**config.mk**
```make
export PLATFORM = sky130hd
export DESIGN_NAME = i2c_master_start_and_baud
export DESIGN_NICKNAME = d
export VERILOG_FILES = /design/src/verilog/i2c_master_fifo.v /design/src/verilog/i2c_master_start_and_baud.v
export VERILOG_INCLUDE_DIRS = /design/src /design/src/verilog
export SDC_FILE = /design/constraint.sdc
export NUM_CORES = 1
export LEC_CHECK = 0
export BUFFER_PORTS_ARGS = -buffer_cell sky130_fd_sc_hd__buf_2
export CAP_MARGIN = 20
export CORE_MARGIN = 4
export CORE_UTILIZATION = 50
export CTS_CLUSTER_SIZE = 25
export DETAILED_ROUTE_END_ITERATION = 7
export PLACE_DENSITY = 0.75
export SLEW_MARGIN = 0
export SYNTH_ARGS = -nofsm -noshare
export SYNTH_HDL_FRONTEND = slang
export SYNTH_HIERARCHICAL = 1
export SYNTH_SLANG_ARGS = --single-unit
```
**constraint.sdc**
```tcl
create_clock -name clk -period 1.8 [get_ports clk]
set_clock_uncertainty 0.05 [all_clocks]
set_input_delay 0.18 -clock clk [delete_from_list [all_inputs] [get_ports clk]]
set_output_delay 0.18 -clock clk [all_outputs]
set_load 0.02 [all_outputs]
```
**src/verilog/i2c_master_defs.vh**
```
// Constants for the I2C master engine
`ifndef I2C_MASTER_DEFS_VH
`define I2C_MASTER_DEFS_VH
// Control register two bit positions
`define CR2_START_BIT   0
`define CR2_RSTART_BIT  1
`define CR2_STOP_BIT    2
`define CR2_RECV_BIT    3
`define CR2_ACKSEQ_BIT  4
`define CR2_ACKDT_BIT   5
`define CR2_ACK_RECEIVED_FLAG_BIT 6
`define CR2_LOW_MASK    5'h1f
// Status register bit positions
`define STAT_BUF_FULL_BIT 0
`define STAT_STOP_BIT     2
`define STAT_START_BIT    3
// Reload field width and reset
`define RELOAD_W        7
`define RELOAD_RESET    7'h00
// Last phase index of an instruction cycle (4 phases, one clock each)
`define PHASES_PER_CYCLE 2'h3
// Fifo depth
`define FIFO_DEPTH      4
`endif

```
**src/verilog/i2c_master_fifo.v**
```verilog
// Small valid/ready FIFO for transmit bytes
`timescale 1ns/1ns
module i2c_master_fifo #(
   parameter WIDTH = 8,
   parameter DEPTH = 4,
   parameter AW    = 2
) (
   // Clock and reset
   input  wire             clk,
   input  wire             rst_n,
   // Fill side
   input  wire             in_valid,
   output wire             in_ready,
   input  wire [WIDTH-1:0] in_data,
   // Drain side
   output wire             out_valid,
   input  wire             out_ready,
   output wire [WIDTH-1:0] out_data
);
   reg [WIDTH-1:0] mem [0:DEPTH-1];
   reg [AW-1:0]    wr_q;
   reg [AW-1:0]    rd_q;
   reg [AW:0]      cnt_q;
   assign in_ready  = (cnt_q != DEPTH[AW:0]);
   assign out_valid = (cnt_q != {(AW+1){1'b0}});
   assign out_data  = mem[rd_q];
   // Pointer and count update
   always @(posedge clk or negedge rst_n) begin
      if (!rst_n) begin
         wr_q  <= {AW{1'b0}};
         rd_q  <= {AW{1'b0}};
         cnt_q <= {(AW+1){1'b0}};
      end else begin
         if (in_valid && in_ready) wr_q <= wr_q + 1'b1;
         if (out_valid && out_ready) rd_q <= rd_q + 1'b1;
         case ({in_valid && in_ready, out_valid && out_ready})
            2'b10:   cnt_q <= cnt_q + 1'b1;
            2'b01:   cnt_q <= cnt_q - 1'b1;
            default: cnt_q <= cnt_q;
         endcase
      end
   end
   // Storage write
   always @(posedge clk) begin
      if (in_valid && in_ready) mem[wr_q] <= in_data;
   end
endmodule // i2c_master_fifo

```
**src/verilog/i2c_master_start_and_baud.v**
```verilog
// I2C master engine: start/stop generation, byte shifting, bit-period counter
`timescale 1ns/1ns
`include "i2c_master_defs.vh"
module i2c_master_start_and_baud #(
   parameter DEPTH = `FIFO_DEPTH
) (
   // Clock and reset
   input  wire                 clk,
   input  wire                 arst_n,
   // Configuration
   input  wire [`RELOAD_W-1:0] reload_value_reg,
   // Control register two writes (low five bits request, ack data)
   input  wire                 cr2_we,
   input  wire [7:0]           cr2_wdata,
   output wire [7:0]           control_reg_two,
   // Transfer buffer writes through FIFO
   input  wire                 buf_we,
   input  wire [7:0]           buf_wdata,
   output wire                 buf_ready,
   // Received data
   output reg  [7:0]           rx_data,
   output reg                  rx_valid,
   // Status
   output wire [7:0]           port_status_reg,
   output reg                  port_irq_flag,
   input  wire                 port_irq_clr,
   output reg                  bus_collision_irq_flag,
   input  wire                 bus_collision_clr,
   output reg                  write_collision_flag,
   input  wire                 write_collision_clr,
   // Bus pins
   input  wire                 scl_in,
   output wire                 scl_out,
   output wire                 scl_oe,
   input  wire                 sda_in,
   output wire                 sda_out,
   output wire                 sda_oe
);
   ////////////////////////////////////////////////////////////////////////////
   localparam ST_IDLE  = 4'h0;
   localparam ST_SCHK  = 4'h1;
   localparam ST_SLOW  = 4'h2;
   localparam ST_SHOLD = 4'h3;
   localparam ST_BLOW  = 4'h4;
   localparam ST_BHIGH = 4'h5;
   localparam ST_RSREL = 4'h6;
   localparam ST_RSHI  = 4'h7;
   localparam ST_PLOW  = 4'h8;
   localparam ST_PHIGH = 4'h9;
   localparam ST_PDONE = 4'ha;
   localparam OP_TX  = 2'h0;
   localparam OP_RX  = 2'h1;
   localparam OP_ACK = 2'h2;

   // Reset release through two flops
   reg rs1_q, rst_n;
   always @(posedge clk or negedge arst_n) begin
      if (!arst_n) begin
         rs1_q <= 1'b0;
         rst_n <= 1'b0;
      end else begin
         rs1_q <= 1'b1;
         rst_n <= rs1_q;
      end
   end

   // Pin synchronisers
   reg scl_m_q, scl_s_q, sda_m_q, sda_s_q;
   always @(posedge clk or negedge rst_n) begin
      if (!rst_n) begin
         scl_m_q <= 1'b1;
         scl_s_q <= 1'b1;
         sda_m_q <= 1'b1;
         sda_s_q <= 1'b1;
      end else begin
         scl_m_q <= scl_in;
         scl_s_q <= scl_m_q;
         sda_m_q <= sda_in;
         sda_s_q <= sda_m_q;
      end
   end

   ////////////////////////////////////////////////////////////////////////////
   // Phase divider: four clocks per instruction cycle, tick on phase 2 and 4
   reg [1:0] ph_q;
   always @(posedge clk or negedge rst_n) begin
      if (!rst_n) ph_q <= 2'h0;
      else        ph_q <= (ph_q == `PHASES_PER_CYCLE) ? 2'h0 : ph_q + 2'h1;
   end
   wire tick = ph_q[0];

   ////////////////////////////////////////////////////////////////////////////
   reg [3:0]           st_q;
   reg [1:0]           op_q;
   reg [`RELOAD_W-1:0] brg_q;
   reg                 brg_run_q;
   reg [7:0]           sh_q;
   reg [3:0]           bit_q;
   reg                 scl_low_q, sda_low_q;
   reg                 start_q, rstart_q, stop_q, recv_q, ackseq_q, ackdt_q;
   reg                 ack_received_flag_q, s_bit_q, p_bit_q;
   wire                brg_zero = (brg_q == {`RELOAD_W{1'b0}});
   wire                timeout  = brg_run_q && brg_zero && tick;
   wire                busy     = (st_q != ST_IDLE) && (st_q != ST_PDONE);
   wire                in_start = (st_q == ST_SCHK) || (st_q == ST_SLOW) || start_q ||
                                  (st_q == ST_RSREL) || (st_q == ST_RSHI) || rstart_q;

   // FIFO in front of the shift register; only drains when engine idle
   wire       f_valid;
   wire [7:0] f_data;
   wire       f_take = f_valid && (st_q == ST_IDLE) && !start_q && !rstart_q &&
                       !stop_q && !recv_q && !ackseq_q;
   wire       f_in_ready;
   i2c_master_fifo #(.WIDTH(8), .DEPTH(DEPTH), .AW(2)) u_fifo (
      .clk       (clk),
      .rst_n     (rst_n),
      .in_valid  (buf_we && !in_start),
      .in_ready  (f_in_ready),
      .in_data   (buf_wdata),
      .out_valid (f_valid),
      .out_ready (f_take),
      .out_data  (f_data)
   );
   assign buf_ready = f_in_ready && !in_start;

   assign control_reg_two = {1'b0, ack_received_flag_q, ackdt_q, ackseq_q, recv_q, stop_q,
                             rstart_q, start_q};
   assign port_status_reg = {4'h0, s_bit_q, p_bit_q, 1'b0, f_valid};

   // Drive low or release only
   assign scl_out = 1'b0;
   assign sda_out = 1'b0;
   assign scl_oe  = scl_low_q;
   assign sda_oe  = sda_low_q;

   ////////////////////////////////////////////////////////////////////////////
   // Main sequencer
   always @(posedge clk or negedge rst_n) begin
      if (!rst_n) begin
         st_q <= ST_IDLE;
         op_q <= OP_TX;
         brg_q <= `RELOAD_RESET;
         brg_run_q <= 1'b0;
         sh_q <= 8'h00;
         bit_q <= 4'h0;
         scl_low_q <= 1'b0;
         sda_low_q <= 1'b0;
         start_q <= 1'b0;
         rstart_q <= 1'b0;
         stop_q <= 1'b0;
         recv_q <= 1'b0;
         ackseq_q <= 1'b0;
         ackdt_q <= 1'b0;
         ack_received_flag_q <= 1'b0;
         s_bit_q <= 1'b0;
         p_bit_q <= 1'b0;
         rx_data <= 8'h00;
         rx_valid <= 1'b0;
         port_irq_flag <= 1'b0;
         bus_collision_irq_flag <= 1'b0;
         write_collision_flag <= 1'b0;
      end else begin
         rx_valid <= 1'b0;
         // Flag clears; sets below win
         if (port_irq_clr)        port_irq_flag <= 1'b0;
         if (bus_collision_clr)   bus_collision_irq_flag <= 1'b0;
         if (write_collision_clr) write_collision_flag <= 1'b0;
         // Write collision on blocked buffer write
         if (buf_we && (in_start || !f_in_ready)) write_collision_flag <= 1'b1;
         // Request bits; low five locked while busy
         if (cr2_we) begin
            ackdt_q <= cr2_wdata[`CR2_ACKDT_BIT];
            if (!busy && !in_start && !f_valid) begin
               start_q  <= cr2_wdata[`CR2_START_BIT];
               rstart_q <= cr2_wdata[`CR2_RSTART_BIT];
               stop_q   <= cr2_wdata[`CR2_STOP_BIT];
               recv_q   <= cr2_wdata[`CR2_RECV_BIT];
               ackseq_q <= cr2_wdata[`CR2_ACKSEQ_BIT];
            end
         end
         // Counter: count down to zero, then halt
         if (brg_run_q && tick && !brg_zero) brg_q <= brg_q - 1'b1;
         case (st_q)
            ST_IDLE: begin
               brg_run_q <= 1'b0;
               if (start_q) begin
                  if (!scl_s_q || !sda_s_q) begin
                     bus_collision_irq_flag <= 1'b1;
                     start_q <= 1'b0;
                  end else begin
                     brg_q <= reload_value_reg;
                     brg_run_q <= 1'b1;
                     st_q <= ST_SCHK;
                  end
               end else if (rstart_q) begin
                  scl_low_q <= 1'b1;
                  sda_low_q <= 1'b0;
                  brg_q <= reload_value_reg;
                  brg_run_q <= 1'b1;
                  st_q <= ST_RSREL;
               end else if (stop_q) begin
                  scl_low_q <= 1'b1;
                  sda_low_q <= 1'b1;
                  brg_q <= reload_value_reg;
                  brg_run_q <= 1'b1;
                  st_q <= ST_PLOW;
               end else if (f_take || recv_q || ackseq_q) begin
                  op_q <= f_take ? OP_TX : (recv_q ? OP_RX : OP_ACK);
                  sh_q <= f_data; // address byte carries R/W
                  // Nine clocks for a written byte with its ack, eight for a read byte, one for an ack sequence
                  bit_q <= f_take ? 4'h8 : (recv_q ? 4'h8 : 4'h0);
                  scl_low_q <= 1'b1;
                  // Ack data clear means pull SDA low
                  sda_low_q <= f_take ? ~f_data[7] : (recv_q ? 1'b0 : ~ackdt_q);
                  brg_q <= reload_value_reg;
                  brg_run_q <= 1'b1;
                  st_q <= ST_BLOW;
               end
            end
            ST_SCHK: begin
               if (!scl_s_q) begin
                  bus_collision_irq_flag <= 1'b1;
                  start_q <= 1'b0;
                  brg_run_q <= 1'b0;
                  st_q <= ST_IDLE;
               end else if (timeout && sda_s_q) begin
                  sda_low_q <= 1'b1;
                  s_bit_q <= 1'b1;
                  p_bit_q <= 1'b0;
                  brg_q <= reload_value_reg;
                  st_q <= ST_SLOW;
               end
            end
            ST_SLOW: begin
               if (timeout) begin
                  start_q <= 1'b0;
                  rstart_q <= 1'b0;
                  brg_run_q <= 1'b0;
                  port_irq_flag <= 1'b1;
                  st_q <= ST_SHOLD;
               end
            end
            ST_SHOLD: begin
               // Pull SCL low holding SDA low; bus stays owned
               scl_low_q <= 1'b1;
               st_q <= ST_IDLE;
            end
            ST_BLOW: begin
               // Data moves one clock after SCL fell, never while SCL is high
               if (op_q == OP_TX) sda_low_q <= (bit_q == 4'h0) ? 1'b0 : ~sh_q[7];
               if (timeout) begin
                  scl_low_q <= 1'b0;
                  brg_run_q <= 1'b0;
                  st_q <= ST_BHIGH;
               end
            end
            ST_BHIGH: begin
               if (!brg_run_q) begin
                  if (scl_s_q) begin
                     brg_q <= reload_value_reg;
                     brg_run_q <= 1'b1;
                  end
               end else if (timeout) begin
                  scl_low_q <= 1'b1;
                  brg_q <= reload_value_reg;
                  if (op_q == OP_RX) sh_q <= {sh_q[6:0], sda_s_q};
                  if (op_q == OP_TX && bit_q == 4'h0) begin
                     ack_received_flag_q <= sda_s_q;
                  end
                  if (bit_q == 4'h0 || (op_q == OP_RX && bit_q == 4'h0)) begin
                     brg_run_q <= 1'b0;
                     port_irq_flag <= 1'b1;
                     sda_low_q <= (op_q == OP_TX) ? 1'b0 : sda_low_q;
                     if (op_q == OP_RX) begin
                        rx_data <= {sh_q[6:0], sda_s_q};
                        rx_valid <= 1'b1;
                        recv_q <= 1'b0;
                     end
                     if (op_q == OP_ACK) ackseq_q <= 1'b0;
                     st_q <= ST_IDLE;
                  end else begin
                     bit_q <= bit_q - 4'h1;
                     if (op_q == OP_TX) begin
                        sh_q <= {sh_q[6:0], 1'b0};
                     end
                     if (op_q == OP_RX && bit_q == 4'h1) begin
                        // Eighth bit done: byte complete, no ninth clock here
                        rx_data <= {sh_q[6:0], sda_s_q};
                        rx_valid <= 1'b1;
                        recv_q <= 1'b0;
                        port_irq_flag <= 1'b1;
                        brg_run_q <= 1'b0;
                        st_q <= ST_IDLE;
                     end else begin
                        st_q <= ST_BLOW;
                     end
                  end
               end
            end
            ST_RSREL: begin
               // Release SDA during low, then SCL, then start
               sda_low_q <= 1'b0;
               if (timeout) begin
                  scl_low_q <= 1'b0;
                  brg_run_q <= 1'b0;
                  st_q <= ST_RSHI;
               end
            end
            ST_RSHI: begin
               if (!brg_run_q) begin
                  if (scl_s_q) begin
                     brg_q <= reload_value_reg;
                     brg_run_q <= 1'b1;
                  end
               end else if (!scl_s_q || !sda_s_q) begin
                  bus_collision_irq_flag <= 1'b1;
                  rstart_q <= 1'b0;
                  brg_run_q <= 1'b0;
                  st_q <= ST_IDLE;
               end else if (timeout) begin
                  sda_low_q <= 1'b1;
                  s_bit_q <= 1'b1;
                  brg_q <= reload_value_reg;
                  st_q <= ST_SLOW;
               end
            end
            ST_PLOW: begin
               if (timeout) begin
                  scl_low_q <= 1'b0;
                  brg_run_q <= 1'b0;
                  st_q <= ST_PHIGH;
               end
            end
            ST_PHIGH: begin
               if (!brg_run_q) begin
                  if (scl_s_q) begin
                     brg_q <= reload_value_reg;
                     brg_run_q <= 1'b1;
                  end
               end else if (timeout) begin
                  sda_low_q <= 1'b0;
                  brg_q <= reload_value_reg;
                  st_q <= ST_PDONE;
               end
            end
            ST_PDONE: begin
               if (timeout) begin
                  stop_q <= 1'b0;
                  brg_run_q <= 1'b0;
                  p_bit_q <= 1'b1;
                  s_bit_q <= 1'b0;
                  port_irq_flag <= 1'b1;
                  st_q <= ST_IDLE;
               end
            end
            default: st_q <= ST_IDLE;
         endcase
      end
   end
endmodule // i2c_master_start_and_baud

```
# After elaboration in Yosys (flattened, before gate mapping)
# Memories as Yosys holds them, arrays and structs flattened.
# Cells that the tools add are included.
# op_classes
bitwise,6
mux,162
n_div,0
n_mul,0
n_reduce_logical,74
add_sub_neg,7
shifts,0
eq_ne,49
n_lt_le_gt_ge,0
# ops
operator,n
4-bit two-way mux,28
8-bit two-way mux,12
7-bit two-way mux,13
1-bit two-way mux,90
"2-bit inequality test, second input constant",22
4-bit case mux with 10 select lines,1
7-bit case mux with 4 select lines,1
1-bit logical AND,22
"4-bit by 3-bit == test with 1-bit output, second input constant",4
8-bit case mux with 2 select lines,1
15-bit AND reduction,1
14-bit AND reduction,1
7-bit AND reduction,2
"4-bit == test, second input constant",3
1-bit logical NOT,12
1-bit logical OR,10
5-bit AND reduction,2
2-bit nonzero test,5
1-bit case mux with 3 select lines,3
"4-bit by 1-bit == test with 1-bit output, second input constant",2
"4-bit by 2-bit == test with 1-bit output, second input constant",2
4-bit logical NOT,2
"2-bit by 1-bit inequality test with 1-bit output, second input constant",4
4-bit case mux with 2 select lines,1
other kinds (33),54
# totals
mem_bits_ro,0
latchBits,0
ram_bits,32
in_bits,32
ff_bits,64
n_memories,1
# memory_table
memory,depth,word_bits,rd,rd_ports_with_merged_regs,write_ports,line,source
u_fifo.mem,4,8,1,0,1,i2c_master_fifo.v:20,reg [WIDTH-1:0] mem [0:DEPTH-1];

# Longest topological paths before layout
# Gate-level depths: netlist (run 1).
# logic_depth
word_depth,16
ltp_mapped,12

# Cells and area by module
# The synthesis (run 1) kept the hierarchy.
# modules_own_cells
module,area_each_um2,seq_area_each_um2,cells_each,instances
i2c_master_start_and_baud,3892.5,1431.4,465,1
i2c_master_fifo,1581.5,1136.1,79,1

# Worst setup path after synthesis (run 1)
# No wires, ideal clock.
# synth_timing
path_type,reg-to-reg
startpoint,register st_q[2]
endpoint,register u_fifo.cnt_q[2]
stages_incl_launch_ff,13
path_slack_ps,-970
path_buffers,2
synth_period_minus_slack_ps,2770
t_arrival_ps,2640
setup_time_ps,79
cell_sequence,dfrtp_1 -> clkbuf_1 -> nor4_1 -> clkbuf_1 -> nand2_1 -> nor3_1 -> and2_1 -> ha_1 -> inv_1 -> fa_1 -> xor2_1 -> nor2_1 -> xor2_1
# synth_via
word_cells_on_any_way,24
# synth_lines
element,line,source
"start, declared",i2c_master_start_and_baud.v:93,reg [3:0] st_q;
"start signal, assigned",i2c_master_start_and_baud.v:140,st_q <= ST_IDLE;
"start signal, assigned",i2c_master_start_and_baud.v:193,st_q <= ST_SCHK;
"start signal, assigned",i2c_master_start_and_baud.v:200,st_q <= ST_RSREL;
4-bit logical NOT *,i2c_master_start_and_baud.v:111,wire f_take = f_valid && (st_q == ST_IDLE) && !start_q && !rstart_q &&
1-bit logical AND * (4 in series),i2c_master_start_and_baud.v:111,
1-bit logical AND * (2 in series),i2c_master_start_and_baud.v:112,!stop_q && !recv_q && !ackseq_q;
named net f_take,i2c_master_start_and_baud.v:111,
1-bit logical AND *,i2c_master_fifo.v:36,"case ({in_valid && in_ready, out_valid && out_ready})"
2-bit by 1-bit == test with 1-bit output / 2-bit == test (equally long branches),i2c_master_fifo.v:36,
3-bit case mux with 2 select lines / 2-bit nonzero test (equally long branches),-,
"end signal, assigned",i2c_master_fifo.v:37,2'b10: cnt_q <= cnt_q + 1'b1;
"end signal, assigned",i2c_master_fifo.v:38,2'b01: cnt_q <= cnt_q - 1'b1;
"end signal, assigned",i2c_master_fifo.v:39,default: cnt_q <= cnt_q;
"end, declared",i2c_master_fifo.v:23,reg [AW:0] cnt_q;
# Mark *: on every way through the listed nets, which the timed path passes. The rest lies on a longest branch.
# A chain may end at the register's enable or synchronous reset.

# Final worst setup path (run 1)
# layout_timing
startpoint,register brg_q[1]
endpoint,register brg_q[3]
# layout_via
elab_chain_cells,9
word_cells_on_any_way,21
# layout_rtl
element,line,source
"start, declared",i2c_master_start_and_baud.v:95,reg [`RELOAD_W-1:0] brg_q;
"start signal, assigned",i2c_master_start_and_baud.v:142,brg_q <= `RELOAD_RESET;
"start signal, assigned",i2c_master_start_and_baud.v:182,if (brg_run_q && tick && !brg_zero) brg_q <= brg_q - 1'b1;
"start signal, assigned",i2c_master_start_and_baud.v:191,brg_q <= reload_value_reg;
branches (longest 8 deep; another with 7-bit by 1-bit subtractor with 7-bit output),-,
7-bit case mux with 4 select lines *,i2c_master_start_and_baud.v:183,case (st_q)
# Mark *: on every way between the ends.

==> qor.yml, run 1 <==
floorplan:
  fp.dieW_um: 113
  die_area_mm2: 0.0127
  fp.dieH_um: 113
  core_area_mm2: 0.0105
  start_util_pct: 52.1
  ios: 65
  rows: 37
synth:
  synthAdderAreaFrac_pct: 2.65
  post-synth-top-area-fraction_pct: 27.4
  muxShareOfSynthArea_pct: 7.15
  synth.area.top_cells: "dfrtp_1, edfxtp_1, a21oi_1"
  yosysTopAreaCell: "dfrtp_1"
  synth_area_mm2: 0.00547
  syn-instance-count: 544
  seq_area_frac_synth_pct: 46.9
  synth_edf_count: 32
  ys_warn_count: 6
  synth_cell_types: 78
  avgSynthCellArea_um2: 10.1
  synth-seq-cells: 96
  synth_compound_area_share_pct: 18.8
  synth_flop_cell: "dfrtp_1"
  synth_top_family_by_area: "compound AO/OA/AOI/OAI gates"
  ys_async_sr_fraction_pct: 66.7
  yosys.area_share.simple_pct: 16.0
  yosys.area_share.xor_xnor_pct: 1.92
sta:
  tightest_slew_ns: 0.511
  post-route-min-period_ns: 2.43
  slew_headroom_pct: 65.9
  drv_slew: 0
  setup_viol: 83
  rsz0062_at_grt: "yes"
  setup_tns_ns: -29.41
  period_share_pct: 135
  setup_slack_ns: -0.634
  fmax_ghz: 0.411
  hold_viol_final: 0
drt:
  wl_mm: 18.4
  drtIter0Drc: 553
  routed_via_density: 6.04
  drc: 0
  vias: 5384
  drtAntennaViolNets: 0
  dr.pass1.iters: 6
  wire_per_inst_um: 20.6
final_layout:
  area_growth_pct: 46.4
  antennaDiodeCount: 0
  n_fill_cell: 680
  final_layout_size_suffix_gt1_share_pct: 47.9
  nets: 793
global_route:
  grtUsageMet3_pct: 6.15
  grt_overflow: 0
  grt_pass1_wl_mm: 28.9
  grt.total_usage_pct: 29.0
  antenna_found_initial: 0
  grt_util_met2_pct: 49.9
  grt_max_degree: 51
  grt_use_met1_pct: 36.2
  grt_pass1_vias: 5513
  grt_busiest_layer: "met2"
worst_setup_path:
  worstSetupEndpointType: "flip-flop"
  cp.arrival_ns: 2.67
  required_ns: 2.04
  critical_path_class: "reg2reg"
  start_kind: "flip-flop"
  crit_path_max_fanout: 4
power_and_ir_drop:
  fin_total_pwr_uw: 13900
  p_leak_uw: 0.00353
  powerDensity_mw_per_mm2: 1730
  ir_drop_mv: 1.24
clock_tree:
  numCtsBuffers: 9
  htreeDepth: 3
  clock_path_buffers: 2
  clock_sinks: 96
  cts_tree: "done"
  cts.clk_slew.worst_paths_ns: 0.11
  worstSkewPairLatency_ns: 0.40
  root_buffer: "clkbuf_8"
outcome:
  status: "complete, but fails checks"
  violations: "setup timing"
place:
  port_buffers: 54
  post-place-ws_ns: -0.692
  routabilityCongestion: 0.943
  detailed_place_hpwl_mm: 12.3
min_path:
  hp-class: "in2reg"
job:
  cap_viol_max_count: 0
## critical path, cell delays in order (launching register included)
cell and delay (ns):
dfrtp_1 0.41, inv_2 0.08, ha_4 0.14, or4b_4 0.50, or3_4 0.35, or2_4 0.27, a21oi_2 0.15, nor2_1 0.05
a2111o_1 0.33
## registers in the layout, summed over array words and instances (netlist names), 2 cells and up, named ones only
register and count:
u_fifo/mem 32, rx_data 8, brg_q 7, bit_q 4, st_q 4, u_fifo/cnt_q 3, op_q 2, ph_q 2
sh_q 2, u_fifo/rd_q 2, u_fifo/wr_q 2
## stage by stage
stage	cell area [um2]	hold WS (ns)	utilization [%]	cells
3_5_place_dp	6880	-0.0818	65.5	830
6_report	8010	0.0145	76.2	891
5_1_grt	8010	0.0114	76.2	891
3_3_place_gp	6880	-0.0842	65.5	830
2_1_floorplan	5690	-0.166	-	551
4_1_cts	7810	0.00540	74.3	887
## timing repair
item / in CTS / in global routing
setup buffers: 24 / 7
gates resized for setup: 85 / 46
hold endpoints to repair: 42 / 0
pin swaps: 29 / 18
hold buffers: 18 / 0
setup endpoints to repair: 84 / 84
gates cloned: 2 / 0
## power by group
group / switching [uW] / internal, uW / total (uW)
clock: 938 / 571 / 1510
sequential: 475 / 2880 / 3350
combinational: 4650 / 4380 / 9030
total: 6060 / 7830 / 13900
## logic make-up after synthesis
kind of cell | after synthesis
AO/OA/AOI/OAI | 155
XOR/XNOR | 12
adder cells (fa/ha/maj) | 11
buffers and inverters | 71
flip-flops | 96
multiplexers | 27
other | 2
AND/OR/NAND/NOR | 170
## cells in the final DEF, fill, tap and decap left out, drive strengths merged, types with 5 or more instances in the layout
cell	netlist	layout
a211oi	6	6
a21oi	42	42
a22oi	5	5
a31oi	6	6
and3	8	8
buf	28	216
clkbuf	20	10
conb	2	9
dfrtp	60	60
dlygate4sd3	0	18
edfxtp	32	32
ha	10	10
inv	23	29
mux2	14	14
mux2i	5	5
mux4	8	8
nand2	45	45
nand2b	7	7
nand3	7	7
nor2	50	50
nor2b	6	6
nor3	15	15
nor4	5	5
o211ai	5	5
o21ai	31	31
o22ai	15	15
or2	5	5
xnor2	8	8
## per-layer routing
metal	vias to the layer above	part of all wire, %	wire, um
met1	2625	38	7030
met5	-	0	0
met4	0	3.4	626
met2	301	51	9320
met3	65	7.7	1420
li1	2393	-	-
## layout make-up
type,count,area (um2),area share (%)
multi-input combinational,384,3090,38.6
clock buffer,9,124,1.55
sequential,96,2570,32.1
clock inverter,7,83.8,1.05
inverter,23,86.3,1.08
timing repair buffer,236,1890,23.6
tap,136,170,2.12
## synth_stat cells (5+ instances only)
library cell and number:
dfrtp_1 60, nor2_1 50, nand2_1 44, a21oi_1 41
edfxtp_1 32, o21ai_0 31, inv_1 23, clkbuf_1 20
buf_4 18, o22ai_1 15, mux2_2 13, nor3_1 13
ha_1 10, and3_1 8, mux4_2 8, xnor2_1 8
nand2b_1 7, nand3_1 7, a211oi_1 6, a31oi_1 6
nor2b_1 6, a22oi_1 5, buf_2 5, mux2i_1 5
o211ai_1 5
## worst paths after layout
kind                                           from                  end  slack [ns]  cells after the start
worst min-delay path            reload_value_reg[5]   brg_q[5]$_DFF_PN0_        0.01                      2
worst max-delay path             brg_q[1]$_DFF_PN0_   brg_q[3]$_DFF_PN0_       -0.63                      8
max in group asynchronous           rst_n$_DFF_PN0_    sda_m_q$_DFF_PN1_        0.93                      1
worst max register to register   brg_q[1]$_DFF_PN0_   brg_q[3]$_DFF_PN0_       -0.63                      8
min in group asynchronous                    arst_n      rst_n$_DFF_PN0_        0.03                      2
worst min register to register      rst_n$_DFF_PN0_  st_q[0]$_DFFE_PN0P_        0.12                      0
No activity file was read; power rests on OpenSTA's default activity.
==> run 2, diff against run 1 <==
--- a/config.mk
+++ b/config.mk
@@ -8,11 +8,14 @@
 export LEC_CHECK = 0
 export BUFFER_PORTS_ARGS = -buffer_cell sky130_fd_sc_hd__buf_2
 export CAP_MARGIN = 20
+export CELL_PAD_IN_SITES_DETAIL_PLACEMENT = 1
+export CELL_PAD_IN_SITES_GLOBAL_PLACEMENT = 2
+export CORE_ASPECT_RATIO = 0.7
 export CORE_MARGIN = 4
-export CORE_UTILIZATION = 50
+export CORE_UTILIZATION = 34
 export CTS_CLUSTER_SIZE = 25
 export DETAILED_ROUTE_END_ITERATION = 7
-export PLACE_DENSITY = 0.75
+export PLACE_DENSITY = 0.78
 export SLEW_MARGIN = 0
 export SYNTH_ARGS = -nofsm -noshare
 export SYNTH_HDL_FRONTEND = slang
==> qor.yml, run 2 (synthesized netlist as in run 1, its figures left out) <==
outcome:
  status: "complete, but fails checks"  # unchanged
  violations: "setup timing"  # unchanged
clock_tree:
  worstSkewPairLatency_ns: 0.36  # was 0.40 ns
  clock_path_buffers: 2  # unchanged
  htreeDepth: 3  # unchanged
  numCtsBuffers: 9  # unchanged
  cts_tree: "done"  # unchanged
  clock_sinks: 96  # unchanged
  cts.clk_slew.worst_paths_ns: 0.08  # was 0.11 ns
  root_buffer: "clkbuf_16"  # was clkbuf_8
final_layout:
  multi_input_area_mm2: 0.00313  # was 0.00309 mm2
  final_cell_area_mm2: 0.00806  # was 0.00801 mm2
  nets: 782  # was 793
  largest_reg_flops: 32  # unchanged
  final_common_cell: "buf_4"  # unchanged
  reg_top3: "u_fifo/mem (32), rx_data (8), brg_q (7)"  # unchanged
  seqCellArea_mm2: 0.00257  # about the same
  final_layout_size_suffix_gt1_share_pct: 48.4  # was 47.9%
  area_growth_pct: 47.3  # was 46.4%
  final_cell_mix: "buf_4, dfrtp_1, buf_2"  # unchanged
  antennaDiodeCount: 0  # unchanged
  n_fill_cell: 1700  # was 680
  max_flop_register: "u_fifo/mem"  # unchanged
  finalNonFillerCells: 944  # was 891
worst_setup_path:
  worstSetupEndpointType: "flip-flop"  # unchanged
  cp.arrival_ns: 2.67  # about the same
  crit_start: "brg_q[1]$_DFF_PN0_"  # unchanged
  crit_path_max_fanout: 4  # unchanged
  critical_path_class: "reg2reg"  # unchanged
  start_kind: "flip-flop"  # unchanged
  required_ns: 1.99  # was 2.04 ns
  reg2reg_from: "brg_q[1]$_DFF_PN0_"  # unchanged
min_path:
  hp-start: "buf_wdata[0]"  # was reload_value_reg[5]
  hp-class: "in2reg"  # unchanged
floorplan:
  core_area_mm2: 0.0156  # was 0.0105 mm2
  ios: 65  # unchanged
  rows: 38  # was 37
  start_util_pct: 35.0  # was 52.1%
  fp.dieH_um: 114  # was 113 um
  die_area_mm2: 0.0182  # was 0.0127 mm2
  fp.dieW_um: 160  # was 113 um
place:
  routabilityCongestion: 0.940  # was 0.943
  detailed_place_hpwl_mm: 15.3  # was 12.3 mm
  port_buffers: 54  # unchanged
  dp.cells: 897  # was 830
  placed_area_mm2: 0.00695  # was 0.00688 mm2
sta:
  post-route-min-period_ns: 2.48  # was 2.43 ns
  fmax_ghz: 0.403  # was 0.411 GHz
  slew_headroom_pct: 60.0  # was 65.9%
  period_share_pct: 138  # was 135%
  setup_slack_ns: -0.679  # was -0.634 ns
  hold_ws_ns: 0.0111  # was 0.0145 ns
  drv_slew: 0  # unchanged
  rsz0062_at_grt: "yes"  # unchanged
  setup_viol: 83  # unchanged
  hold_viol_final: 0  # unchanged
  tightest_slew_ns: 0.600  # was 0.511 ns
power_and_ir_drop:
  p_sw_uw: 6540  # was 6060 uW
  seq_power_share_pct: 23.1  # was 24.1%
  p_int_uw: 8210  # was 7830 uW
  p_leak_uw: 0.00351  # was 0.00353 uW
  power_frac_comb_pct: 63.0  # was 65.0%
  clock_power_share_pct: 13.9  # was 10.9%
  p_sw_share_pct: 44.3  # was 43.6%
  powerDensity_mw_per_mm2: 1830  # was 1730 mW/mm2
  ir_drop_mv: 1.15  # was 1.24 mV
global_route:
  grt_pass1_wl_mm: 33.1  # was 28.9 mm
  grt_overflow: 0  # unchanged
  grt_max_degree: 42  # was 51
  antenna_found_initial: 1  # was 0
  grt.total_usage_pct: 23.5  # was 29.0%
  grt_pass1_vias: 5634  # was 5513
drt:
  dr.pass1.iters: 5  # was 6
  drc: 0  # unchanged
  wl_mm: 21.5  # was 18.4 mm
  routed_via_density: 5.62  # was 6.04
  vias: 5302  # was 5384
  drtIter0Drc: 454  # was 553
  wire_per_inst_um: 22.8  # was 20.6 um
  drtAntennaViolNets: 0  # unchanged
job:
  cap_viol_max_count: 0  # unchanged
==> run 2: per-stage QoR <==
stage / TNS [ns] / util, % / setup slack, ns / total power [uW]
5_1_grt: -29.29 / 51.5 / -0.740 / 15600
3_5_place_dp: -26.43 / 44.4 / -0.788 / 11000
4_1_cts: -18.75 / 49.6 / -0.633 / 13800
3_3_place_gp: -22.28 / 44.4 / -0.628 / 10700
6_report: -22.45 / 51.5 / -0.679 / 14800
2_1_floorplan: -18.33 / - / -0.717 / 7730
==> run 2: path summary, 6_finish.rpt <==
path                                               endpoint  slack, ns  cells past startpoint
max                                      brg_q[3]$_DFF_PN0_      -0.68                      8
max in group asynchronous               st_q[2]$_DFFE_PN0P_       0.93                      1
min                              u_fifo/mem[0][0]$_DFFE_PP_       0.01                      1
min reg2reg                write_collision_flag$_DFFE_PN0P_       0.21                      1
min in group asynchronous                   rst_n$_DFF_PN0_       0.08                      2
max reg2reg                              brg_q[3]$_DFF_PN0_      -0.68                      8
==> run 2: power by group through the flow <==
stage	registers [uW]	clock network [uW]	logic (uW)
final	3410	2050	9290
after global routing	3470	2200	9890
after CTS	3340	2050	8460
after detailed placement	3350	0	7630
after global placement	3310	0	7380
after floorplan	3330	0	4400
==> run 2: worst max-delay path, stage by stage, from the launching register on <==
cell and delay, ns:
dfrtp_1 0.40, inv_2 0.09, ha_4 0.14, or4b_4 0.50, or3_4 0.35, or2_4 0.27, a21oi_4 0.18, nor2_1 0.06
a2111o_1 0.33
==> run 2: layout make-up <==
type / instances / area share (%)
tap: 200 / 3.10
multi-input combinational: 384 / 38.8
inverter: 23 / 1.07
clock inverter: 7 / 1.13
timing repair buffer: 225 / 21.2
sequential: 96 / 31.9
clock buffer: 9 / 2.79
==> run 2: repair_timing <==
action | 4_1_cts | 5_1_grt
setup buffers | 14 | 15
pin swaps | 23 | 24
setup endpoints to repair | 84 | 85
hold endpoints to repair | 30 | 3
hold buffers | 11 | 1
gates cloned | 0 | 0
resized for setup | 67 | 67
==> run 2: routing by layer <==
metal	vias up	wire, um	track usage [%]
li1	2365	-	-
met1	2697	9960	34.1
met2	226	9640	35.7
met3	14	1720	6.05
met4	0	187	4.68
met5	-	0	0
